===== src/rtl/utdb_cfg.svh =====
`ifndef UTDB_CFG_SVH
`define UTDB_CFG_SVH
// Status bit positions
`define UTDB_ST_SHIFT_BIT  0
`define UTDB_ST_FULL_BIT   1
// Reset values
`define UTDB_STATUS_RST    8'h00
`define UTDB_LINE_IDLE     10'h3ff
// Frame and timing
`define UTDB_FRAME_BITS    10
`define UTDB_CLK_HZ        50000000
`define UTDB_BAUD_BPS      115200
`define UTDB_BIT_CYCLES    (`UTDB_CLK_HZ / `UTDB_BAUD_BPS)
`define UTDB_FIFO_DEPTH    16
`endif


===== src/rtl/utdb_pkg.sv =====
package utdb_pkg;
  // Transmit sequencer states
  typedef enum logic [1:0] {
    UTDB_IDLE  = 2'b00,
    UTDB_LOAD  = 2'b01,
    UTDB_SHIFT = 2'b10
  } utdb_state_t;
endpackage : utdb_pkg


===== src/rtl/utdb_top.sv =====
`timescale 1ns/1ps
`include "utdb_cfg.svh"
// Summary of operation
// - Buffer writable once shifter starts shifting; in LIN mode only once status is all zero
// - Shifting flag sits at status bit 0
// - Buffer-full flag 0 writable, 1 not
// - Shifting flag 1 during frame, else 0
// - Flags step 10, 11, 01 back to back
// - Completion interrupt raised after every frame

// ----------------------------------------------------------------
// Synchronous FIFO
// ----------------------------------------------------------------
module utdb_fifo #(
  parameter int WIDTH = 8,
  parameter int DEPTH = `UTDB_FIFO_DEPTH
) (
  input  wire logic             clock_in,   // System clock
  input  wire logic             rst_in,     // Sync reset, high
  input  wire logic [WIDTH-1:0] in_data_in, // Write data
  input  wire logic             in_valid_in, // Write valid
  output logic                  in_ready_out, // Not full
  output logic [WIDTH-1:0]      out_data_out, // Head word
  output logic                  out_valid_out, // Not empty
  input  wire logic             out_ready_in  // Drain strobe
);
  localparam int AW = $clog2(DEPTH);
  logic [WIDTH-1:0] mem_r [DEPTH];
  logic [AW:0]      wr_ptr_r;
  logic [AW:0]      rd_ptr_r;
  wire              push;
  wire              pop;
  wire              empty;
  wire              full;

  // Pointer compare with wrap bit
  assign empty         = (wr_ptr_r == rd_ptr_r);
  assign full          = (wr_ptr_r[AW] != rd_ptr_r[AW]) &&
                         (wr_ptr_r[AW-1:0] == rd_ptr_r[AW-1:0]);
  assign in_ready_out  = !full;
  assign out_valid_out = !empty;
  assign push          = in_valid_in && !full;
  assign pop           = out_ready_in && !empty;
  assign out_data_out  = mem_r[rd_ptr_r[AW-1:0]];

  // Storage
  always_ff @(posedge clock_in) begin
    if (push) begin
      mem_r[wr_ptr_r[AW-1:0]] <= in_data_in;
    end
  end

  // Pointers
  always_ff @(posedge clock_in) begin
    if (rst_in) begin
      wr_ptr_r <= '0;
      rd_ptr_r <= '0;
    end else begin
      if (push) wr_ptr_r <= wr_ptr_r + 1'b1;
      if (pop)  rd_ptr_r <= rd_ptr_r + 1'b1;
    end
  end
endmodule : utdb_fifo

// ----------------------------------------------------------------
// Double-buffered transmitter
// ----------------------------------------------------------------
module utdb_top import utdb_pkg::*; #(
  parameter int BIT_CYCLES = `UTDB_BIT_CYCLES,
  parameter int FIFO_DEPTH = `UTDB_FIFO_DEPTH
) (
  input  wire logic       clock_in,            // 50 MHz clock
  input  wire logic       rst_in,              // Sync reset, high
  input  wire logic [7:0] data_in,             // Byte to send
  input  wire logic       data_valid_in,       // Byte offered
  output logic            data_ready_out,      // FIFO has room
  input  wire logic       lin_mode_in,         // Single-frame mode
  output logic            txd_out,             // Serial line
  output logic [7:0]      status_out,          // Transmit status
  output logic            tx_complete_irq_out  // Frame done pulse
);
  localparam logic [3:0]  LAST_BIT = 4'(`UTDB_FRAME_BITS - 1);
  localparam logic [15:0] BIT_LAST = 16'(BIT_CYCLES - 1);

  utdb_state_t state_r;
  utdb_state_t state_nxt;
  logic [7:0]  tx_holding_buffer_r;
  logic        tx_buffer_full_flag_r;
  logic        tx_buffer_full_flag_nxt;
  logic [9:0]  tx_shift_register_r;
  logic [3:0]  bit_cnt_r;
  logic [15:0] baud_cnt_r;
  logic        irq_r;
  logic [7:0]  fifo_data;
  logic        fifo_valid;
  wire         tx_shifting_flag;
  wire         buf_ready;
  wire         buf_wr;
  wire         baud_tick;
  wire         frame_end;
  wire         in_load;

  // Input queue ahead of the holding buffer
  utdb_fifo #(.WIDTH(8), .DEPTH(FIFO_DEPTH)) u_fifo (
    .clock_in      (clock_in),
    .rst_in        (rst_in),
    .in_data_in    (data_in),
    .in_valid_in   (data_valid_in),
    .in_ready_out  (data_ready_out),
    .out_data_out  (fifo_data),
    .out_valid_out (fifo_valid),
    .out_ready_in  (buf_wr)
  );

  // Status and write permission decode
  assign tx_shifting_flag = (state_r != UTDB_IDLE);
  assign status_out = {6'h00, tx_buffer_full_flag_r, tx_shifting_flag};
  // Full blocks writes; LIN waits for all-zero status
  assign buf_ready = !tx_buffer_full_flag_r &&
                     (!lin_mode_in || status_out == `UTDB_STATUS_RST);
  assign buf_wr    = fifo_valid && buf_ready;
  assign in_load   = (state_r == UTDB_LOAD);
  assign baud_tick = (state_r == UTDB_SHIFT) && (baud_cnt_r == BIT_LAST);
  assign frame_end = baud_tick && (bit_cnt_r == LAST_BIT);
  assign txd_out   = tx_shift_register_r[0];
  assign tx_complete_irq_out = irq_r;

  // Full flag: set on write, cleared as shifter takes byte
  assign tx_buffer_full_flag_nxt = buf_wr ? 1'b1 :
                                   (in_load ? 1'b0 : tx_buffer_full_flag_r);

  // Sequencer next state
  always_comb begin
    state_nxt = state_r;
    unique case (state_r)
      UTDB_IDLE:  if (tx_buffer_full_flag_r) state_nxt = UTDB_LOAD;
      UTDB_LOAD:  state_nxt = UTDB_SHIFT;
      UTDB_SHIFT: if (frame_end) begin
        state_nxt = tx_buffer_full_flag_r ? UTDB_LOAD : UTDB_IDLE;
      end
      default:    state_nxt = UTDB_IDLE;
    endcase
  end

  // Buffer and state registers
  always_ff @(posedge clock_in) begin
    if (rst_in) begin
      state_r               <= UTDB_IDLE;
      tx_buffer_full_flag_r <= 1'b0;
      tx_holding_buffer_r   <= 8'h00;
      irq_r                 <= 1'b0;
    end else begin
      state_r               <= state_nxt;
      tx_buffer_full_flag_r <= tx_buffer_full_flag_nxt;
      if (buf_wr) tx_holding_buffer_r <= fifo_data;
      irq_r                 <= frame_end;
    end
  end

  // Shifter, bit counter and baud divider
  always_ff @(posedge clock_in) begin
    if (rst_in) begin
      tx_shift_register_r <= `UTDB_LINE_IDLE;
      bit_cnt_r           <= 4'h0;
      baud_cnt_r          <= 16'h0000;
    end else if (in_load) begin
      tx_shift_register_r <= {1'b1, tx_holding_buffer_r, 1'b0};
      bit_cnt_r           <= 4'h0;
      baud_cnt_r          <= 16'h0000;
    end else if (baud_tick) begin
      tx_shift_register_r <= {1'b1, tx_shift_register_r[9:1]};
      bit_cnt_r           <= bit_cnt_r + 4'h1;
      baud_cnt_r          <= 16'h0000;
    end else if (state_r == UTDB_SHIFT) begin
      baud_cnt_r          <= baud_cnt_r + 16'h0001;
    end
  end

  // ----------------------------------------------------------------
  // Checks
  // ----------------------------------------------------------------
  localparam logic [19:0] IRQ_AT = 20'(`UTDB_FRAME_BITS * BIT_CYCLES + 1);
  logic [19:0] irq_wait_r;

  // Cycles since the shifter last took a byte, for the frame-time check
  always_ff @(posedge clock_in) begin
    if (rst_in) begin
      irq_wait_r <= 20'h00000;
    end else if (in_load) begin
      irq_wait_r <= 20'h00001;
    end else if (irq_r) begin
      irq_wait_r <= 20'h00000;
    end else if (irq_wait_r != 20'h00000) begin
      irq_wait_r <= irq_wait_r + 20'h00001;
    end
  end
endmodule : utdb_top


===== config.mk =====
export PLATFORM = sky130hd
export DESIGN_NAME = utdb_top
export DESIGN_NICKNAME = d
export VERILOG_FILES = /design/src/rtl/utdb_pkg.sv /design/src/rtl/utdb_top.sv
export VERILOG_INCLUDE_DIRS = /design/src /design/src/rtl
export SDC_FILE = /design/constraint.sdc
export NUM_CORES = 1
export LEC_CHECK = 0
export ABC_AREA = 1
export BUFFER_PORTS_ARGS = -buffer_cell sky130_fd_sc_hd__buf_2
export CORE_ASPECT_RATIO = 0.9
export CORE_MARGIN = 2
export CORE_UTILIZATION = 50
export CTS_BUF_LIST = sky130_fd_sc_hd__clkbuf_16
export DETAILED_ROUTE_END_ITERATION = 10
export GPL_TIMING_DRIVEN = 1
export PLACE_DENSITY = 0.75
export SLEW_MARGIN = 0
export SYNTH_ARGS = -nofsm -noshare
export SYNTH_HDL_FRONTEND = slang
export SYNTH_HIERARCHICAL = 1
export SYNTH_SLANG_ARGS = --single-unit

===== constraint.sdc =====
create_clock -name clock_in -period 2.6 [get_ports clock_in]
set_clock_uncertainty 0.2 [all_clocks]
set_input_delay 0.13 -clock clock_in [delete_from_list [all_inputs] [get_ports clock_in]]
set_output_delay 0.13 -clock clock_in [all_outputs]
set_load 0.05 [all_outputs]

==> flow_metrics.py, run 1 <==
metrics = {
    "yosys": {
        "synthXorXnorAreaFrac_pct": 1.08,
        "synth_compound_area_share_pct": 9.58,
        "synthAdderAreaFrac_pct": 1.39,
        "yosysUniqueCellTypes": 36,
        "synth_top_area_cell": "edfxtp_1",
        "ys_seq_area_share_pct": 61.0,
        "ys_top_cells_by_area": "edfxtp_1 (47%), dfxtp_1 (14%), nand2_1 (6.6%)",
        "synth_top_family_by_area": "simple AND/OR/NAND/NOR gates",
        "syn_avg_cell_area_sq_um": 9.72,
        "muxShareOfSynthArea_pct": 0,
        "syn_area_sq_um": 8110,
        "synthSimpleGateAreaFrac_pct": 18.7,
        "yosys_warnings": 6,
        "synth_seq_cells": 183,
        "syn_inst": 834,
        "synth.top_cell.area_share_pct": 47.4,
    },
    "die": {
        "die_y_microns": 125,
        "initial_utilization_pct": 50.6,
        "io_pins": 23,
        "fp.dieW_microns": 138,
        "num_rows": 44,
        "core_sq_um": 16000,
        "dieArea_sq_um": 17300,
    },
    "place": {
        "dp_hpwl_microns": 10400,
        "dpl_cell_area_sq_um": 8340,
        "gp_congestion": 0.864,
        "numPortBuffers": 16,
        "dp_cells": 1032,
        "dpl_worst_slack_ns": 0.326,
    },
    "route": {
        "wire_per_inst_microns": 15.2,
        "wirelength_microns": 16300,
        "vias": 5688,
        "dr.pass1.iters": 7,
        "ant_nets": 0,
        "drc": 0,
        "vias_per_cell": 5.30,
        "drt_iter0_drc": 551,
    },
    "clock_network": {
        "cts_buffer_depth": 2,
        "cts_buffers": 17,
        "h-tree-depth": 4,
        "cts_resized": 0,
        "clkLatencyLatePin_ns": 0.43,
        "clk_pin_slew_ns": 0.07,
        "postCtsSetupBuffers": 0,
        "cts_root_buffer": "clkbuf_16",
        "cts_sinks": 183,
        "cts_tree": "done",
        "cts_hold_buf": 10,
    },
    "sta": {
        "finalWorstSetupSlack_ns": 0.305,
        "drv_slew": 0,
        "post-route-min-period_ns": 2.30,
        "period_share_pct": 88.3,
        "hold_violations": 0,
        "fin_setup_tns_ns": 0,
        "worst_slew_pin_slew_ns": 0.793,
        "slew_headroom_pct": 46.9,
        "fmax_mhz": 436,
        "setup_viol": 0,
        "rsz0062_at_grt": "false",
    },
    "worst_setup_path": {
        "critPathSlowestCell": "nor2_1",
        "worstPathMaxFanout": 10,
        "start_kind": "register",
        "cp_slowest_stage_delay_ns": 0.56,
        "regToRegSetupSlack_ns": 0.30,
        "critPathKind": "register to register",
        "critPathBufInv": 2,
        "end_kind": "register",
        "required_ns": 2.46,
        "crit_arrival_ns": 2.16,
        "cp_cell_sequence": "inv_1, nand2_1, nand2_1, nor2_1, nand3_2, nand2_2, inv_4, nand2_4, nor2_1",
        "path_delay_family": "simple AND/OR/NAND/NOR gates",
    },
    "power_and_ir_drop": {
        "power_density_nw_per_um2": 856,
        "power.internal_mw": 5.22,
        "clkPwrFrac_pct": 32.7,
        "leakagePower_nw": 3.48,
        "combPwrFrac_pct": 22.2,
        "switchingPower_mw": 2.51,
        "peakVddDrop_mv": 0.707,
        "power_frac_seq_pct": 45.1,
        "swShare_pct": 32.5,
    },
    "run_status": {
        "outcome": "complete, no violations",
    },
    "final_layout": {
        "area_growth_syn_to_layout_pct": 11.4,
        "final_common_cell": "nand2_1",
        "layout_common_cells": "nand2_1 (142), edfxtp_1 (128), inv_1 (117), nand3_1 (87), nor2_1 (67)",
        "multi_input_area_sq_um": 2510,
        "drive_gt1_share_pct": 10.0,
        "layout.cells.non_filler": 1074,
        "num-fill-cells": 1311,
        "antenna_cells": 0,
        "seq_area_sq_um": 4950,
        "layout.nets": 875,
        "final_area_sq_um": 9030,
    },
    "global_route": {
        "antenna_found_initial": 0,
        "grt_pass1_wl_microns": 26400,
        "grt_pass1_vias": 5182,
        "grt_max_degree": 65,
        "grt_usage_pct": 19.6,
        "grt_overflow": 0,
    },
    "min_path": {
        "hp-class": "input pin to register",
    },
    "flow_run": {
        "maxCapViolCount": 0,
    },
}
[worst reg2reg max path: stages, from the launching register on]
cell and delay, ns:
dfxtp_1 0.38, inv_1 0.13, nand2_1 0.06, nand2_1 0.06
nor2_1 0.05, nand3_2 0.17, nand2_2 0.11, inv_4 0.13
nand2_4 0.08, nor2_1 0.56
[layer usage]
| layer | routed length, microns | global-route usage [%] | share of wire (%) | vias up |
|---|---|---|---|---|
| li1 | - | - | - | 2825 |
| met1 | 7480 | 27.6 | 46 | 2656 |
| met2 | 7570 | 29.6 | 46 | 186 |
| met3 | 973 | 4.73 | 6.0 | 21 |
| met4 | 294 | 7.32 | 1.8 | 0 |
| met5 | 0 | 0 | 0 | - |
[power groups by stage]
stage	Combinational (mW)	Sequential (mW)	Clock, mW
2_1_floorplan	1.35	3.44	0
3_3_place_gp	1.65	3.54	0
3_5_place_dp	1.67	3.55	0
4_1_cts	1.70	3.49	2.57
5_1_grt	1.92	3.52	2.69
6_report	1.71	3.49	2.53
[registers in the layout (all words and copies together) (netlist names), named ones only]
name / flops
tx_holding_buffer_r: 8
tx_complete_irq_out: 1
tx_buffer_full_flag_r: 1
state_r: 2
tx_shift_register_r: 9
u_fifo/wr_ptr_r: 5
baud_cnt_r: 16
bit_cnt_r: 4
u_fifo/mem_r: 128
u_fifo/rd_ptr_r: 5
[cell usage after synthesis]
| cell type | n |
|---|---|
| inv_2 | 3 |
| nand2_4 | 4 |
| or2_2 | 1 |
| clkbuf_1 | 17 |
| buf_12 | 1 |
| and2_1 | 1 |
| dfxtp_1 | 55 |
| o22ai_1 | 1 |
| nand2_1 | 142 |
| nand4_1 | 7 |
| o21ai_0 | 47 |
| o211ai_1 | 32 |
| nor2_1 | 67 |
| nand2_2 | 4 |
| nor3_1 | 8 |
| inv_4 | 1 |
| buf_4 | 9 |
| xnor2_1 | 1 |
| conb_1 | 1 |
| a21oi_1 | 51 |
| ha_1 | 9 |
| buf_1 | 1 |
| o21bai_1 | 2 |
| nand2_8 | 1 |
| inv_6 | 1 |
| o21a_1 | 1 |
| inv_1 | 115 |
| nand3_2 | 3 |
| buf_6 | 1 |
| nor2_2 | 11 |
| edfxtp_1 | 128 |
| buf_2 | 9 |
| nand3b_1 | 1 |
| xor2_1 | 9 |
| a21oi_2 | 2 |
| nand3_1 | 87 |
[worst paths after layout]
kind,end,from,depth (start not counted)
worst min register to register,tx_holding_buffer_r[2]$_SDFFE_PP0P_,tx_holding_buffer_r[2]$_SDFFE_PP0P_,2
worst max-delay path,u_fifo/mem_r[6][0]$_DFFE_PP_,u_fifo/wr_ptr_r[0]$_SDFFE_PP0P_,9
worst max register to register,u_fifo/mem_r[6][0]$_DFFE_PP_,u_fifo/wr_ptr_r[0]$_SDFFE_PP0P_,9
worst min-delay path,tx_buffer_full_flag_r$_SDFFE_PP0P_,lin_mode_in,5
[logic make-up (layout without fill, tap and decap cells)]
family | count (synthesis) | after routing
simple gates | 337 | 337
flops | 183 | 183
buf+inv | 158 | 186
compound gates | 136 | 136
xor+xnor | 10 | 10
fa+ha+maj | 9 | 9
other cells | 1 | 6
[layout make-up]
cell class / count / share of cell area [%]
Inverter: 120 / 5.07
Sequential cell: 183 / 54.8
Clock inverter: 15 / 1.80
Tap cell: 207 / 2.87
Multi-Input combinational cell: 498 / 27.8
Clock buffer: 17 / 4.71
Timing Repair Buffer: 34 / 2.94
[metrics by stage]
step | utilization [%] | power [mW] | hold WS (ns)
after global routing | 56.4 | 8.13 | 0.0572
final | 56.4 | 7.73 | 0.0414
after floorplan | - | 4.79 | -0.000934
after CTS | 56.4 | 7.75 | 0.00974
after detailed placement | 52.1 | 5.22 | 0.244
after global placement | 52.1 | 5.19 | 0.237
(Power assumes the default switching activity.)
==> inputs of run 2 (changes only) <==
==> constraint.sdc (replaced) <==
create_clock -name clock_in -period 2.7 [get_ports clock_in]
set_clock_uncertainty 0.2 [all_clocks]
set_input_delay 0.135 -clock clock_in [delete_from_list [all_inputs] [get_ports clock_in]]
set_output_delay 0.135 -clock clock_in [all_outputs]
set_load 0.05 [all_outputs]
==> run 2 against run 1 <==
Via count about the same. Fmax shrank 1.3%. Die area unchanged. Wire length up 3.4%. Non-clock buffer count is 1 higher. Core utilization is 0.14 points lower. Register-to-register slack improved by 0.07 ns. Sequential share of layout area is 0.14 points higher.
==> flow_metrics.py, run 2 (synthesized netlist as in run 1, its figures left out) <==
metrics = {
    "final_layout": {
        "layout_common_cells": "nand2_1 (142), edfxtp_1 (128), inv_1 (119), nand3_1 (87), nor2_1 (67)",
        "finish.utilization_pct": 56.2,
        "layout.nets": 876,
        "drive_gt1_share_pct": 9.79,
        "largest_register_ffs": 128,
        "antenna_cells": 0,
        "layout.cells.non_filler": 1075,
        "area_growth_syn_to_layout_pct": 11.1,
        "final_common_cell": "nand2_1",
    },
    "sta": {
        "fin_setup_tns_ns": 0,
        "hold_violations": 0,
        "slew_headroom_pct": 48.9,
        "fmax_mhz": 430,
        "post-route-min-period_ns": 2.32,
        "worst_slew_pin_slew_ns": 0.763,
        "setup_viol": 0,
        "finalWorstSetupSlack_ns": 0.375,
        "drv_slew": 0,
        "period_share_pct": 86.1,
        "rsz0062_at_grt": "false",
    },
    "power_and_ir_drop": {
        "power_density_nw_per_um2": 815,
        "leakagePower_nw": 3.48,
        "peakVddDrop_mv": 0.488,
        "power_mw": 7.34,
    },
    "place": {
        "dp_cells": 1033,
        "numPortBuffers": 16,
        "gp_congestion": 0.915,
        "dp_hpwl_microns": 11000,
        "dpl_worst_slack_ns": 0.403,
    },
    "worst_setup_path": {
        "end_kind": "register",
        "cp_slowest_stage_delay_ns": 0.59,
        "start_kind": "register",
        "cp_cell_sequence": "inv_1, nand2_1, nand2_1, nor2_1, nand3_2, nand2_2, inv_4, nand2_4, nor2_1",
        "crit_arrival_ns": 2.19,
        "critPathSlowestCell": "nor2_1",
        "required_ns": 2.56,
        "worst-r2r-cell-count": 9,
        "critPathKind": "register to register",
        "worstPathMaxFanout": 10,
    },
    "min_path": {
        "hp-class": "input pin to register",
        "hold_depth": 5,
    },
    "clock_network": {
        "cts_buffers": 17,
        "clkLatencyLatePin_ns": 0.43,
        "cts_resized": 0,
        "cts_tree": "done",
        "h-tree-depth": 4,
        "cts_sinks": 183,
        "cts_buffer_depth": 2,
        "clk_pin_slew_ns": 0.07,
        "cts_root_buffer": "clkbuf_16",
    },
    "global_route": {
        "grt_overflow": 0,
        "grt_usage_pct": 20.3,
        "grt_pass1_vias": 5280,
        "grt_pass1_wl_microns": 27300,
        "grt_max_degree": 55,
        "antenna_found_initial": 0,
    },
    "die": {
        "dieArea_sq_um": 17300,
        "core_sq_um": 16000,
        "fp.dieW_microns": 138,
        "num_rows": 44,
        "initial_utilization_pct": 50.6,
        "die_y_microns": 125,
        "io_pins": 23,
    },
    "route": {
        "ant_nets": 0,
        "wire_per_inst_microns": 15.7,
        "vias_per_cell": 5.29,
        "drc": 0,
        "drt_iter0_drc": 522,
        "dr.pass1.iters": 6,
        "wirelength_microns": 16900,
        "vias": 5687,
    },
    "flow_run": {
        "maxCapViolCount": 0,
    },
    "run_status": {
        "outcome": "complete, no violations",
    },
}
## run 2: cell count changes in the layout (fill, tap and decap cells not counted), sizes merged
cell      change
inv           +1
buf           +1
clkinvlp      -1
## run 2: final cells by class
cell class | instances | area, sq um
Timing Repair Buffer | 35 | 273
Clock buffer | 17 | 425
Sequential cell | 183 | 4950
Fill cell | 1383 | 7010
Inverter | 120 | 458
Multi-Input combinational cell | 498 | 2510
Clock inverter | 15 | 133
Tap cell | 207 | 259
## run 2: report_power, final
group / total (mW) / switching (mW) / internal [mW]
Clock: 2.35 / 1.07 / 1.28
Combinational: 1.59 / 1.06 / 0.531
Sequential: 3.39 / 0.218 / 3.18
Total: 7.34 / 2.36 / 4.99
## run 2: critical path, delay by kind of cell (launching register included)
kind / cells / cell delay [ns]
simple gates: 7 / 1.12
flops: 1 / 0.38
buf+inv: 2 / 0.26
## run 2: timing repair
item / CTS / global route
endpoints found under the hold margin: 139 / 0
buffers inserted: 0 / 0
hold buffers: 10 / 0
## run 2: metal layers
metal / GRT usage [%] / routed length, microns / vias to the layer above
met5: 0 / 0 / -
met4: 7.80 / 345 / 0
met3: 4.50 / 1190 / 26
met2: 32.0 / 7930 / 204
met1: 27.5 / 7390 / 2635
li1: - / - / 2822
## run 2: final timing paths
check,startpoint,endpoint,slack [ns]
min reg2reg,tx_holding_buffer_r[1]$_SDFFE_PP0P_,tx_holding_buffer_r[1]$_SDFFE_PP0P_,0.26
min,lin_mode_in,tx_holding_buffer_r[3]$_SDFFE_PP0P_,0.04
max reg2reg,u_fifo/wr_ptr_r[0]$_SDFFE_PP0P_,u_fifo/mem_r[13][4]$_DFFE_PP_,0.38
max,u_fifo/wr_ptr_r[0]$_SDFFE_PP0P_,u_fifo/mem_r[13][4]$_DFFE_PP_,0.38
## run 2: per-stage QoR
stage	cell area [sq um]	hold slack, ns
6_report	9010	0.0393
5_1_grt	9010	0.0718
4_1_cts	9010	0.0262
3_5_place_dp	8350	0.243
3_3_place_gp	8350	0.236
2_1_floorplan	8130	0.00407
